**config.mk**
```make
export PLATFORM = sky130hd
export DESIGN_NAME = periph_disable
export DESIGN_NICKNAME = d
export VERILOG_FILES = /design/src/inc/periph_disable_pkg.sv /design/src/design/periph_disable.sv
export SDC_FILE = /design/constraint.sdc
export NUM_CORES = 1
export LEC_CHECK = 0
export ABC_AREA = 0
export ABC_CLOCK_PERIOD_IN_PS = 2520
export CAP_MARGIN = 20
export CORE_MARGIN = 3
export CORE_UTILIZATION = 57
export CTS_CLUSTER_SIZE = 14
export DETAILED_ROUTE_END_ITERATION = 10
export DONT_BUFFER_PORTS = 1
export GPL_ROUTABILITY_DRIVEN = 0
export PLACE_DENSITY = 0.75
export SETUP_SLACK_MARGIN = 0.5
export SYNTH_ARGS = -nofsm -noshare
export SYNTH_HDL_FRONTEND = slang
export SYNTH_SLANG_ARGS = --single-unit
```
**constraint.sdc**
```tcl
create_clock -name aclk -period 2.52 [get_ports aclk]
set_input_delay 0.252 -clock aclk [delete_from_list [all_inputs] [get_ports aclk]]
set_output_delay 0.252 -clock aclk [all_outputs]
set_load 0.02 [all_outputs]
```
**src/inc/periph_disable_pkg.sv**
```systemverilog
// Shared constants for the peripheral power-down control block.
package periph_disable_pkg;

  // Register byte offsets on the register bus.
  localparam logic [7:0] CTRL0_OFFS = 8'h00;
  localparam logic [7:0] CTRL1_OFFS = 8'h04;
  localparam logic [7:0] CTRL2_OFFS = 8'h08;
  localparam logic [7:0] CTRL3_OFFS = 8'h0C;
  localparam logic [7:0] READY_OFFS = 8'h10;

  // Reset value of every disable register.
  localparam logic [7:0] CTRL_RESET = 8'h00;

  // Writable bits of each disable register; others read zero.
  localparam logic [7:0] CTRL0_MASK = 8'hC7;
  localparam logic [7:0] CTRL1_MASK = 8'hFF;
  localparam logic [7:0] CTRL2_MASK = 8'h66;
  localparam logic [7:0] CTRL3_MASK = 8'hFF;

  // Field positions in the first disable register.
  localparam int PERIPH_SYSCLK_GATE_BIT = 7;
  localparam int VREF_OFF_BIT = 6;
  localparam int EEPROM_UNIT_OFF_BIT = 2;
  localparam int CLOCK_REF_OUT_OFF_BIT = 1;
  localparam int PIN_CHANGE_OFF_BIT = 0;
  // Field positions in the second register: timers occupy 6..0 in order.
  localparam int NUM_OSC_OFF_BIT = 7;
  // Field positions in the third register.
  localparam int DAC_UNIT_OFF_BIT = 6;
  localparam int ADC_UNIT_OFF_BIT = 5;
  localparam int COMPARATOR2_OFF_BIT = 2;
  localparam int COMPARATOR1_OFF_BIT = 1;
  // Fourth register: 7,6 waveform gens 2,1; 5,4 pulse units 6,5; 3..0 capcomp 4..1.
  localparam int WAVEFORM_GEN2_OFF_BIT = 7;
  localparam int CAPCOMP1_OFF_BIT = 0;

  // Bus responses.
  localparam logic [1:0] RESP_OKAY = 2'h0;
  localparam logic [1:0] RESP_SLVERR = 2'h2;

  // Timing: clock period and memory-unit wake time, both in ns.
  localparam int CLK_PERIOD_NS = 50;
  localparam int NVM_WAKE_NS = 1000;
  // Longest time, so round down, never below one cycle.
  localparam int NVM_WAKE_CYCLES = (NVM_WAKE_NS / CLK_PERIOD_NS) < 1 ? 1 :
                                   (NVM_WAKE_NS / CLK_PERIOD_NS);

endpackage

```
**src/design/periph_disable.sv**
```systemverilog
// Peripheral power-down control: disable registers, clock gates and held resets.
//
// The AXI4-Lite slave port and the register addresses were chosen for this implementation.
`timescale 1ns/100ps

// What this block does
// - Any reset clears all disable bits, so every peripheral starts enabled.
// - A set disable bit stops that peripheral's clock and control inputs.
// - A disabled peripheral is held in reset.
// - A disabled peripheral ignores register writes and reads back 0x00.
// - A disabled peripheral's analog outputs go off, digital outputs read zero.
// - Clearing a bit re-enables the peripheral from its power-on reset state.
// - A re-enabled peripheral may need one instruction cycle to become active.
// - First register bit 7 gates the system clock network to peripherals.
// - First register: bit6 vref, bit2 eeprom, bit1 clock out, bit0 pin change.
// - Eeprom unit off blocks eeprom access, control writes, indirect reads zero.
// - Second register: bit7 oscillator, bits 6..0 timers 6..0.
// - Third register: bit6 dac, bit5 adc, bits 2,1 comparators; others zero.
// - Fourth register: waveform gens, pulse units 6,5, capture/compare 4..1.
module periph_disable
  import periph_disable_pkg::*;
#(
  parameter int ADDR_W = 8,
  parameter int REENABLE_CYCLES = 4
)
(
  // Clock and reset.
  input wire logic aclk,
  input wire logic aresetn,
  // Write address channel.
  input wire logic [ADDR_W-1:0] s_axi_awaddr,
  input wire logic [2:0] s_axi_awprot,
  input wire logic s_axi_awvalid,
  output logic s_axi_awready,
  // Write data channel.
  input wire logic [31:0] s_axi_wdata,
  input wire logic [3:0] s_axi_wstrb,
  input wire logic s_axi_wvalid,
  output logic s_axi_wready,
  // Write response channel.
  output logic [1:0] s_axi_bresp,
  output logic s_axi_bvalid,
  input wire logic s_axi_bready,
  // Read address channel.
  input wire logic [ADDR_W-1:0] s_axi_araddr,
  input wire logic [2:0] s_axi_arprot,
  input wire logic s_axi_arvalid,
  output logic s_axi_arready,
  // Read data channel.
  output logic [31:0] s_axi_rdata,
  output logic [1:0] s_axi_rresp,
  output logic s_axi_rvalid,
  input wire logic s_axi_rready,
  // Per-peripheral controls, index = register * 8 + bit.
  output logic [31:0] periph_clk_en,
  output logic [31:0] periph_rst,
  output logic [31:0] periph_isolate,
  // System clock network and eeprom unit controls.
  output logic periph_sysclk_en,
  output logic nvm_block,
  output logic nvm_ready
);

  localparam int CNT_W = 8;
  localparam int NVM_W = $clog2(NVM_WAKE_CYCLES + 1);
  localparam logic [CNT_W-1:0] REENABLE_LOAD = CNT_W'(REENABLE_CYCLES);
  localparam logic [NVM_W-1:0] NVM_LOAD = NVM_W'(NVM_WAKE_CYCLES);
  localparam logic [31:0] IMPL_MASK = {CTRL3_MASK, CTRL2_MASK, CTRL1_MASK, CTRL0_MASK};

  // The settle counters are eight bits wide; refuse what they cannot hold.
  if (REENABLE_CYCLES < 1 || REENABLE_CYCLES > 255)
  begin : g_bad_reenable
    $error("REENABLE_CYCLES must lie between 1 and 255");
  end
  if (ADDR_W < 5 || ADDR_W > 32)
  begin : g_bad_addr
    $error("ADDR_W must lie between 5 and 32");
  end

  typedef struct packed {
    logic aw_held;
    logic [ADDR_W-1:0] awaddr;
    logic w_held;
    logic [7:0] wdata;
    logic wstrb0;
    logic awready;
    logic wready;
    logic bvalid;
    logic [1:0] bresp;
    logic arready;
    logic rvalid;
    logic [31:0] rdata;
    logic [1:0] rresp;
    logic [31:0] dis;
    logic [31:0] clk_en;
    logic [31:0] rst;
    logic [31:0] iso;
    logic [31:0][CNT_W-1:0] settle;
    logic sysclk_en;
    logic nvm_block;
    logic [NVM_W-1:0] nvm_cnt;
    logic nvm_ready;
  } state_t;

  state_t st_r;
  state_t st_nxt;

  // Address decode helpers.
  function automatic logic is_ctrl(input logic [ADDR_W-1:0] a);
    logic [7:0] o;
    o = 8'(a);
    is_ctrl = (a[ADDR_W-1:7] == '0) && (o == CTRL0_OFFS || o == CTRL1_OFFS ||
              o == CTRL2_OFFS || o == CTRL3_OFFS);
  endfunction

  function automatic logic is_mapped(input logic [ADDR_W-1:0] a);
    is_mapped = is_ctrl(a) || ((a[ADDR_W-1:7] == '0) && (8'(a) == READY_OFFS));
  endfunction

  // Next-state logic for the bus slave and the gating sequence.
  always_comb
  begin
    logic [31:0] dis_new;
    logic [1:0] idx;
    logic [CNT_W-1:0] cnt;
    dis_new = st_r.dis;
    idx = 2'h0;
    cnt = '0;
    st_nxt = st_r;

    // Write address and data are taken in either order and held.
    if (s_axi_awvalid && st_r.awready)
    begin
      st_nxt.aw_held = 1'b1;
      st_nxt.awaddr = s_axi_awaddr;
    end
    if (s_axi_wvalid && st_r.wready)
    begin
      st_nxt.w_held = 1'b1;
      st_nxt.wdata = s_axi_wdata[7:0];
      st_nxt.wstrb0 = s_axi_wstrb[0];
    end
    if (s_axi_bvalid && s_axi_bready)
    begin
      st_nxt.bvalid = 1'b0;
    end

    // Perform the write once both halves are present and no response waits.
    if (st_r.aw_held && st_r.w_held && !st_r.bvalid)
    begin
      st_nxt.aw_held = 1'b0;
      st_nxt.w_held = 1'b0;
      st_nxt.bvalid = 1'b1;
      st_nxt.bresp = is_mapped(st_r.awaddr) ? RESP_OKAY : RESP_SLVERR;
      idx = st_r.awaddr[3:2];
      // Only the low byte lane carries register data; unused bits stay zero.
      if (is_ctrl(st_r.awaddr) && st_r.wstrb0)
      begin
        dis_new[idx*8 +: 8] = st_r.wdata & IMPL_MASK[idx*8 +: 8];
      end
    end
    st_nxt.dis = dis_new;
    // Ready signals stall a second half until the pending write is done.
    st_nxt.awready = !st_nxt.aw_held && !st_nxt.bvalid;
    st_nxt.wready = !st_nxt.w_held && !st_nxt.bvalid;

    // Read channel: one read in flight, answered the cycle after it is taken.
    if (s_axi_rvalid && s_axi_rready)
    begin
      st_nxt.rvalid = 1'b0;
    end
    if (s_axi_arvalid && st_r.arready)
    begin
      st_nxt.rvalid = 1'b1;
      st_nxt.rresp = is_mapped(s_axi_araddr) ? RESP_OKAY : RESP_SLVERR;
      st_nxt.rdata = 32'h0000_0000;
      if (is_ctrl(s_axi_araddr))
      begin
        st_nxt.rdata[7:0] = st_r.dis[s_axi_araddr[3:2]*8 +: 8];
      end
      else if (is_mapped(s_axi_araddr))
      begin
        st_nxt.rdata = ~st_r.iso;
      end
    end
    st_nxt.arready = !st_nxt.rvalid;

    // Per peripheral: clock follows the disable bit in the write cycle, the
    // reset lets go one cycle after the clock returns so the peripheral sees
    // at least one clocked reset edge, and isolation lifts after settling.
    for (int i = 0; i < 32; i++)
    begin
      st_nxt.clk_en[i] = !dis_new[i];
      st_nxt.rst[i] = dis_new[i] || !st_r.clk_en[i];
      if (dis_new[i])
      begin
        cnt = REENABLE_LOAD;
      end
      else if (st_r.settle[i] != '0)
      begin
        cnt = st_r.settle[i] - CNT_W'(1);
      end
      else
      begin
        cnt = '0;
      end
      st_nxt.settle[i] = cnt;
      // Isolation blocks writes, zeroes reads and outputs, turns analog off.
      // It keys on the registered count so it stands for the full settle time.
      st_nxt.iso[i] = dis_new[i] || (st_r.settle[i] != '0);
    end

    st_nxt.sysclk_en = !dis_new[PERIPH_SYSCLK_GATE_BIT];

    // Eeprom unit: block accesses while off, then wait out its wake time.
    st_nxt.nvm_block = dis_new[EEPROM_UNIT_OFF_BIT];
    if (dis_new[EEPROM_UNIT_OFF_BIT])
    begin
      st_nxt.nvm_cnt = NVM_LOAD;
    end
    else if (st_r.nvm_cnt != '0)
    begin
      st_nxt.nvm_cnt = st_r.nvm_cnt - NVM_W'(1);
    end
    // Ready waits one more edge after the count empties, so the full wake time passes.
    st_nxt.nvm_ready = !dis_new[EEPROM_UNIT_OFF_BIT] && (st_r.nvm_cnt == '0) &&
                       (st_nxt.nvm_cnt == '0);
  end

  // State register; reset leaves every peripheral enabled and running.
  always_ff @(posedge aclk)
  begin
    if (!aresetn)
    begin
      st_r <= '0;
      st_r.dis <= {CTRL_RESET, CTRL_RESET, CTRL_RESET, CTRL_RESET};
      st_r.clk_en <= '1;
      st_r.sysclk_en <= 1'b1;
      st_r.nvm_ready <= 1'b1;
      st_r.awready <= 1'b1;
      st_r.wready <= 1'b1;
      st_r.arready <= 1'b1;
    end
    else
    begin
      st_r <= st_nxt;
    end
  end

  // Every output comes straight from the state register.
  assign s_axi_awready = st_r.awready;
  assign s_axi_wready = st_r.wready;
  assign s_axi_bvalid = st_r.bvalid;
  assign s_axi_bresp = st_r.bresp;
  assign s_axi_arready = st_r.arready;
  assign s_axi_rvalid = st_r.rvalid;
  assign s_axi_rdata = st_r.rdata;
  assign s_axi_rresp = st_r.rresp;
  assign periph_clk_en = st_r.clk_en;
  assign periph_rst = st_r.rst;
  assign periph_isolate = st_r.iso;
  assign periph_sysclk_en = st_r.sysclk_en;
  assign nvm_block = st_r.nvm_block;
  assign nvm_ready = st_r.nvm_ready;

endmodule

```
==> metrics.yaml, run 1 <==
timing:
  rsz0062_at_grt: "yes"
  max_freq_mhz: 444
  maxSlewViolCount: 0
  fin_setup_tns_ns: 0
  period_share: 0.895
  min_period_ns: 2.25
  whs_ns: 0.0185
  tightest_slew_ns: 0.906
  setup-violations-final: 0
  maxSlewHeadroom: 0.391
  skew_ns: 0.0201
  setup_ws_ns: 0.266
  finalHoldViolCount: 0
pwr:
  peakVddDrop_mv: 0.568
  powerDensity_nw_per_um2: 1150
  p_leak_nw: 8.87
route:
  wire_per_inst_microns: 19.6
  dr.pass1.iters: 5
  viasPerCell: 5.79
  drtAntennaViolNets: 0
  drc_errors: 0
  drtIter0Drc: 982
  wirelength_microns: 48400
  vias: 14300
clock_tree:
  cts-root-buf: "clkbuf_16"
  insertion_delay_ns: 0.55
  clockBufferDepth: 3
  htree_levels: 2
  cts_tree: "yes"
  cts_sinks: 448
  clk_pin_slew_ns: 0.06
  cts_buffers: 45
  holdBufCountCts: 27
setup_path:
  setup.worst_path.start_class: "flip-flop"
  crit_slowest_cell: "or4_4"
  critPathKind: "flip-flop to flip-flop"
  critical_path.max_fanout: 7
  path_cells: "or4_4, buf_4, buf_6, buf_6, buf_4, o41ai_4, o211ai_4, a21oi_1"
  r2r_slack_ns: 0.27
  slowest_delay_ns: 0.61
  worstSetupEndpointType: "flip-flop"
  cp.required_ns: 3.00
  crit_family: "compound AO/OA/AOI/OAI gates"
  arrival_ns: 2.74
  cp_num_buf_inv: 4
outcome:
  status: "complete, no violations"
placed_design:
  place.detailed.hpwl_microns: 29500
  io_buffers: 0
  place_ws_ns: 0.137
floorplanning:
  rows: 65
  initial_core_util: 0.586
  die_w_microns: 187
  die_area_sq_um: 35100
  fp.dieH_microns: 187
  coreArea_sq_um: 32000
  ios: 205
synth:
  synth_cell_types: 67
  seq_area_frac_synth: 0.479
  synthCells: 2018
  synth_ff_type: "dfxtp_1"
  synth_edf_count: 0
  avgSynthCellArea_sq_um: 9.28
  synth.ff_latch_count: 448
  syn_area_sq_um: 18700
  yosys_warnings: 0
  async_flop_share: 0
global_route:
  grt_pass1_wl_microns: 71700
  grt_antenna_before_repair: 0
  grt_pass1_vias: 13600
  grt_max_degree: 99
  grt_use_total: 0.248
  grt-ovfl-total: 0
finish:
  drive_gt1_frac: 0.228
  final_util: 0.696
  antenna_cells: 0
  fin_nets: 2113
  area_delta_synth_final_pct: 18.7
flow_run:
  maxCapViolations: 0
min_path:
  worstHoldPathType: "input pin to flip-flop"
## power by group
group	internal, W	total [W]	switching [W]
Combinational	0.00395	0.00855	0.00460
Clock	0.00378	0.00647	0.00269
Sequential	0.00870	0.0105	0.00183
Total	0.0164	0.0256	0.00912
## Yosys cell counts (5+ instances only)
library cell / number / area share
dfxtp_1: 448 / 0.48
nor2_1: 263 / 0.053
nand2_1: 182 / 0.036
buf_4: 133 / 0.053
inv_1: 96 / 0.019
xnor2_1: 95 / 0.044
a21oi_1: 83 / 0.022
xor2_1: 70 / 0.033
nor3_1: 60 / 0.016
o21ai_0: 50 / 0.013
clkbuf_1: 40 / 0.0080
and2_1: 38 / 0.013
ha_1: 38 / 0.025
nor4_1: 36 / 0.012
or4_1: 36 / 0.014
o31ai_1: 26 / 0.010
o21a_1: 23 / 0.0092
mux2i_1: 22 / 0.012
a211oi_1: 21 / 0.0084
nand3_1: 21 / 0.0056
a31oi_1: 19 / 0.0063
nor3b_1: 18 / 0.0072
o41ai_1: 16 / 0.0075
nor4b_1: 15 / 0.0070
buf_1: 12 / 0.0024
and3b_1: 10 / 0.0047
nand2b_1: 9 / 0.0030
nor3_2: 9 / 0.0048
mux4_2: 8 / 0.0096
o221a_2: 8 / 0.0048
or3_1: 8 / 0.0027
nand3b_1: 7 / 0.0028
o211ai_1: 7 / 0.0028
buf_6: 6 / 0.0036
mux2_2: 6 / 0.0036
or2_2: 6 / 0.0020
a21o_1: 5 / 0.0020
o211ai_2: 5 / 0.0033
## cell type report
class / count / area (sq um)
Clock buffer: 64 / 1300
Clock inverter: 13 / 121
Fill cell: 2216 / 9730
Inverter: 97 / 377
Multi-Input combinational cell: 1286 / 9570
Sequential cell: 448 / 8980
Tap cell: 435 / 544
Timing Repair Buffer: 132 / 1340
## cell usage in the layout, fill, tap and decap left out, types with 16 or more instances in the layout
cell type        n
a21oi_2         31
buf_6           31
nand2_1        169
a31oi_1         16
and2_1          38
nand3_1         17
ha_1            34
nor3_2          37
xnor2_1         95
nor2_2          50
nor4_1          36
o21a_1          18
a211oi_1        17
or4_1           32
clkbuf_16       47
inv_1           89
nor3_1          29
a21oi_1         50
o31ai_1         26
o21ai_0         38
mux2i_4         16
dlygate4sd3_1   25
buf_4           62
xor2_1          70
nor2_1         206
dfxtp_1        443
## worst paths after layout
check / from / endpoint / cells after the start
hold / removal: aresetn / periph_clk_en[16] / 2
hold reg to reg: st_r[224] / st_r[224] / 1
setup / recovery: st_r[444] / st_r[139] / 8
setup reg to reg: st_r[444] / st_r[139] / 8
## flip-flops by register name (all words and copies together) (netlist names), 32 cells and up
| name | count |
|---|---|
| st_r | 312 |
| periph_isolate | 32 |
| s_axi_rdata | 32 |
| periph_clk_en | 32 |
| periph_rst | 32 |
## through the flow
stage / instance area [sq um] / total power (W) / cells
2_1_floorplan: 19100 / 0.0165 / 2019
3_3_place_gp: 18700 / 0.0174 / 2307
3_5_place_dp: 18700 / 0.0178 / 2307
4_1_cts: 21400 / 0.0247 / 2451
5_1_grt: 22200 / 0.0271 / 2475
6_report: 22200 / 0.0256 / 2475
## what timing repair did
action	4_1_cts	5_1_grt
pin swaps	77	74
buffers inserted	32	24
resized for setup	132	177
cloned	8	0
setup endpoints to repair	388	368
hold endpoints to repair	139	1
## routing by layer
metal | wire length (microns) | global-route usage | part of all wire | vias to the layer above
li1 | - | - | - | 6743
met1 | 20300 | 0.315 | 0.42 | 6959
met2 | 23100 | 0.428 | 0.48 | 485
met3 | 3380 | 0.0536 | 0.070 | 131
met4 | 1610 | 0.0712 | 0.033 | 0
met5 | 0 | 0 | 0 | -
## cells by family after synthesis
group | after synthesis | share of synthesized area
AO/OA/AOI/OAI | 287 | 0.103
XOR/XNOR | 165 | 0.0772
adder cells (fa/ha/maj) | 38 | 0.0254
buffers and inverters | 290 | 0.0873
flip-flops | 448 | 0.479
multiplexers | 40 | 0.0282
other | 1 | 0.000200
AND/OR/NAND/NOR | 749 | 0.200
No activity file was read; power rests on OpenSTA's default activity.
==> run 2, diff against run 1 <==
--- a/config.mk
+++ b/config.mk
@@ -5,16 +5,16 @@
 export SDC_FILE = /design/constraint.sdc
 export NUM_CORES = 1
 export LEC_CHECK = 0
-export ABC_AREA = 0
+export ABC_AREA = 1
 export ABC_CLOCK_PERIOD_IN_PS = 2520
 export CAP_MARGIN = 20
 export CORE_MARGIN = 3
-export CORE_UTILIZATION = 57
+export CORE_UTILIZATION = 50
 export CTS_CLUSTER_SIZE = 14
 export DETAILED_ROUTE_END_ITERATION = 10
 export DONT_BUFFER_PORTS = 1
 export GPL_ROUTABILITY_DRIVEN = 0
-export PLACE_DENSITY = 0.75
+export PLACE_DENSITY = 0.68
 export SETUP_SLACK_MARGIN = 0.5
 export SYNTH_ARGS = -nofsm -noshare
 export SYNTH_HDL_FRONTEND = slang
==> run 2 against run 1 <==
Net effect: die area rose by 15%; largest power group unchanged; highest routed layer is now met5; routed wire length fell by 16%; area after synthesis rose by 1.1%; the flow now finishes with violations (negative hold slack).
==> metrics.yaml, run 2 <==
global_route:
  grt_antenna_before_repair: 6  # +6
  grt_pass1_wl_microns: 66200  # -7.7%
  grt_use_total: 0.198  # -0.0502
  grt_pass1_vias: 13300  # -2.0%
  grt-ovfl-total: 0  # unchanged
  grt_max_degree: 77  # -22%
finish:
  final_cell_mix: "nor2_1, dfxtp_1, inv_1"
  regMostFlops: "st_r"
  area_delta_synth_final_pct: 9.86
  final_util: 0.562  # -0.133
  fin_nets: 2454  # +16%
  largest_register_ffs: 312  # unchanged
  final_common_cell: "nor2_1"
  drive_gt1_frac: 0.0897  # -0.138
  final_area_sq_um: 20800  # -6.5%
synth:
  synthSimpleGateAreaFrac: 0.246  # +0.0462
  synthCells: 2426  # +20%
  synthMuxAreaShare: 0  # -0.0282
  synth.most_common_cell: "nor2_1"
  synth_top_family_by_area: "simple AND/OR/NAND/NOR gates"
  seq_area_frac_synth: 0.474  # -0.00500
  synth_ff_type: "dfxtp_1"
  synth.ff_latch_count: 448  # unchanged
  synth_top_area_share: 0.474  # -0.00500
  yosys_warnings: 0  # unchanged
  async_flop_share: 0  # unchanged
  synth_edf_count: 0  # unchanged
  synth_cell_types: 30  # -55%
  avgSynthCellArea_sq_um: 7.80  # -16%
  syn_area_sq_um: 18900  # +1.1%
  synth_commonest_cells: "nor2_1, dfxtp_1, nand2_1"
  yosys.area_share.xor_xnor: 0.0745  # -0.00266
  yosys.area_share.adder: 0.0251  # -0.000265
  synth_area_leaders: "dfxtp_1, nor2_1, nand2_1, inv_1, buf_4"
  synth-compound-area-share: 0.0521  # -0.0505
  yosysTopAreaCell: "dfxtp_1"
placed_design:
  placed_area_sq_um: 18500  # -0.91%
  place.detailed.hpwl_microns: 29200  # -1.1%
  io_buffers: 0  # unchanged
setup_path:
  cp.required_ns: 2.95  # -0.05 ns
  r2r_slack_ns: 0.55  # +0.29 ns
  critical_path.max_fanout: 9  # +2
  arrival_ns: 2.40  # -0.34 ns
  critPathKind: "flip-flop to flip-flop"
  ff2ff_path_depth: 11  # +3
  worstSetupEndpointType: "flip-flop"
  setup.worst_path.start_class: "flip-flop"
clock_tree:
  htree_levels: 2  # unchanged
  cts_buffers: 47  # +4.4%
  clk_pin_slew_ns: 0.06  # about the same
  cts_tree: "yes"
  cts_sinks: 448  # unchanged
  holdBufCountCts: 33  # +22%
  insertion_delay_ns: 0.56  # about the same
  clockBufferDepth: 3  # unchanged
  cts-root-buf: "clkbuf_16"
route:
  dr.pass1.iters: 6  # +1
  wire_per_inst_microns: 14.1  # -28%
  drtIter0Drc: 864  # -12%
  viasPerCell: 4.92  # -15%
  drtAntennaViolNets: 0  # unchanged
  wirelength_microns: 40800  # -16%
  drc_errors: 0  # unchanged
  vias: 14300  # -0.46%
min_path:
  whs_path_depth: 1  # -1
  worstHoldPathType: "input pin to flip-flop"
timing:
  max_freq_mhz: 508  # +15%
  maxSlewHeadroom: 0.512  # +0.121
  finalHoldViolCount: 87  # +87
  rsz0062_at_grt: "yes"
  fin_setup_tns_ns: 0  # unchanged
  maxSlewViolCount: 0  # unchanged
  skew_ns: 0.0135  # -0.00663 ns
  period_share: 0.781  # -0.114
  min_period_ns: 1.97  # -0.287 ns
  whs_ns: -0.174  # -0.192 ns
  setup-violations-final: 0  # unchanged
  tightest_slew_ns: 0.728  # -0.178 ns
floorplanning:
  rows: 70  # +7.7%
  coreArea_sq_um: 37000  # +16%
  initial_core_util: 0.512  # -0.0739
  fp.dieH_microns: 201  # +7.1%
  die_w_microns: 201  # +7.1%
  die_area_sq_um: 40200  # +15%
  ios: 205  # unchanged
pwr:
  powerDensity_nw_per_um2: 1240  # +7.5%
  p_leak_nw: 9.70  # +9.4%
  peakVddDrop_mv: 0.626  # +10%
outcome:
  status: "finished with violations"
  violations: "negative hold slack"
flow_run:
  maxCapViolations: 0  # unchanged
-- run 2: cell types whose count changed after synthesis, sizes merged, moves of 38 or more --
cell / change
inv: +222
nor2: +214
nand2: +172
nand3: +106
nand4: +43
o21ai: +42
nor4: -40
and2: -38
-- run 2: cell families after synthesis --
group,after synthesis
AO/OA/AOI/OAI,190
AND/OR/NAND/NOR,1086
buffers and inverters,502
XOR/XNOR,161
other,1
adder cells (fa/ha/maj),38
flip-flops,448
-- run 2: layer usage --
metal  routed length (microns)  vias to the layer above  global-route usage
li1                          -                     7257                   -
met1                     17900                     6522               0.246
met2                     18800                      370               0.332
met3                      2670                       95              0.0488
met4                      1430                        8              0.0808
met5                        68                        -                   0
-- run 2: path summary, 6_finish.rpt --
path / start / to
max: st_r[445] / periph_isolate[15]
min: aresetn / nvm_ready
max reg2reg: st_r[445] / periph_isolate[15]
min reg2reg: st_r[256] / st_r[256]
-- run 2: layout make-up --
| cell class | instances | area [sq um] |
|---|---|---|
| diodes | 4 | 10.0 |
| clock buffers | 65 | 1400 |
| clock inverters | 20 | 231 |
| fillers | 3371 | 16200 |
| inverters | 322 | 1210 |
| multi-input cells | 1478 | 7780 |
| flip-flops and latches | 448 | 8970 |
| well taps | 504 | 631 |
| repair buffers | 54 | 553 |
-- run 2: repair_timing --
item                       in CTS  in global routing
pin swaps                       2                 15
resized for setup              12                 53
hold endpoints to repair      153                127
cloned                          0                  2
setup endpoints to repair     349                272
buffers inserted                1                  2
-- run 2: worst max-delay path, cell delays in order, from the launching register on --
cell and delay, ns:
dfxtp_4 0.37, inv_4 0.11, ha_2 0.19, nor2_1 0.04, nand2_1 0.06, nand2_1 0.07
nor2_4 0.18, buf_4 0.16, clkbuf_16 0.14, nand4_1 0.15, nand3_1 0.26, o21ai_0 0.12
-- run 2: where the power goes --
part	internal, W	switching (W)	total (W)	leakage [nW]
clock	0.00437	0.00277	0.00714	0.815
sequential	0.00877	0.00146	0.0102	3.68
combinational	0.00360	0.00471	0.00831	5.21
total	0.0167	0.00894	0.0257	9.70
-- run 2: per-stage QoR --
stage               cells  hold WS (ns)  total power (W)  setup WS, ns
global placement     2768         0.374           0.0180         0.136
floorplan            2427         0.393           0.0172         0.622
finish               2895        -0.174           0.0257         0.552
global route         2894        -0.184           0.0277         0.427
CTS                  2887        -0.209           0.0258         0.504
detailed placement   2768         0.377           0.0184        0.0976
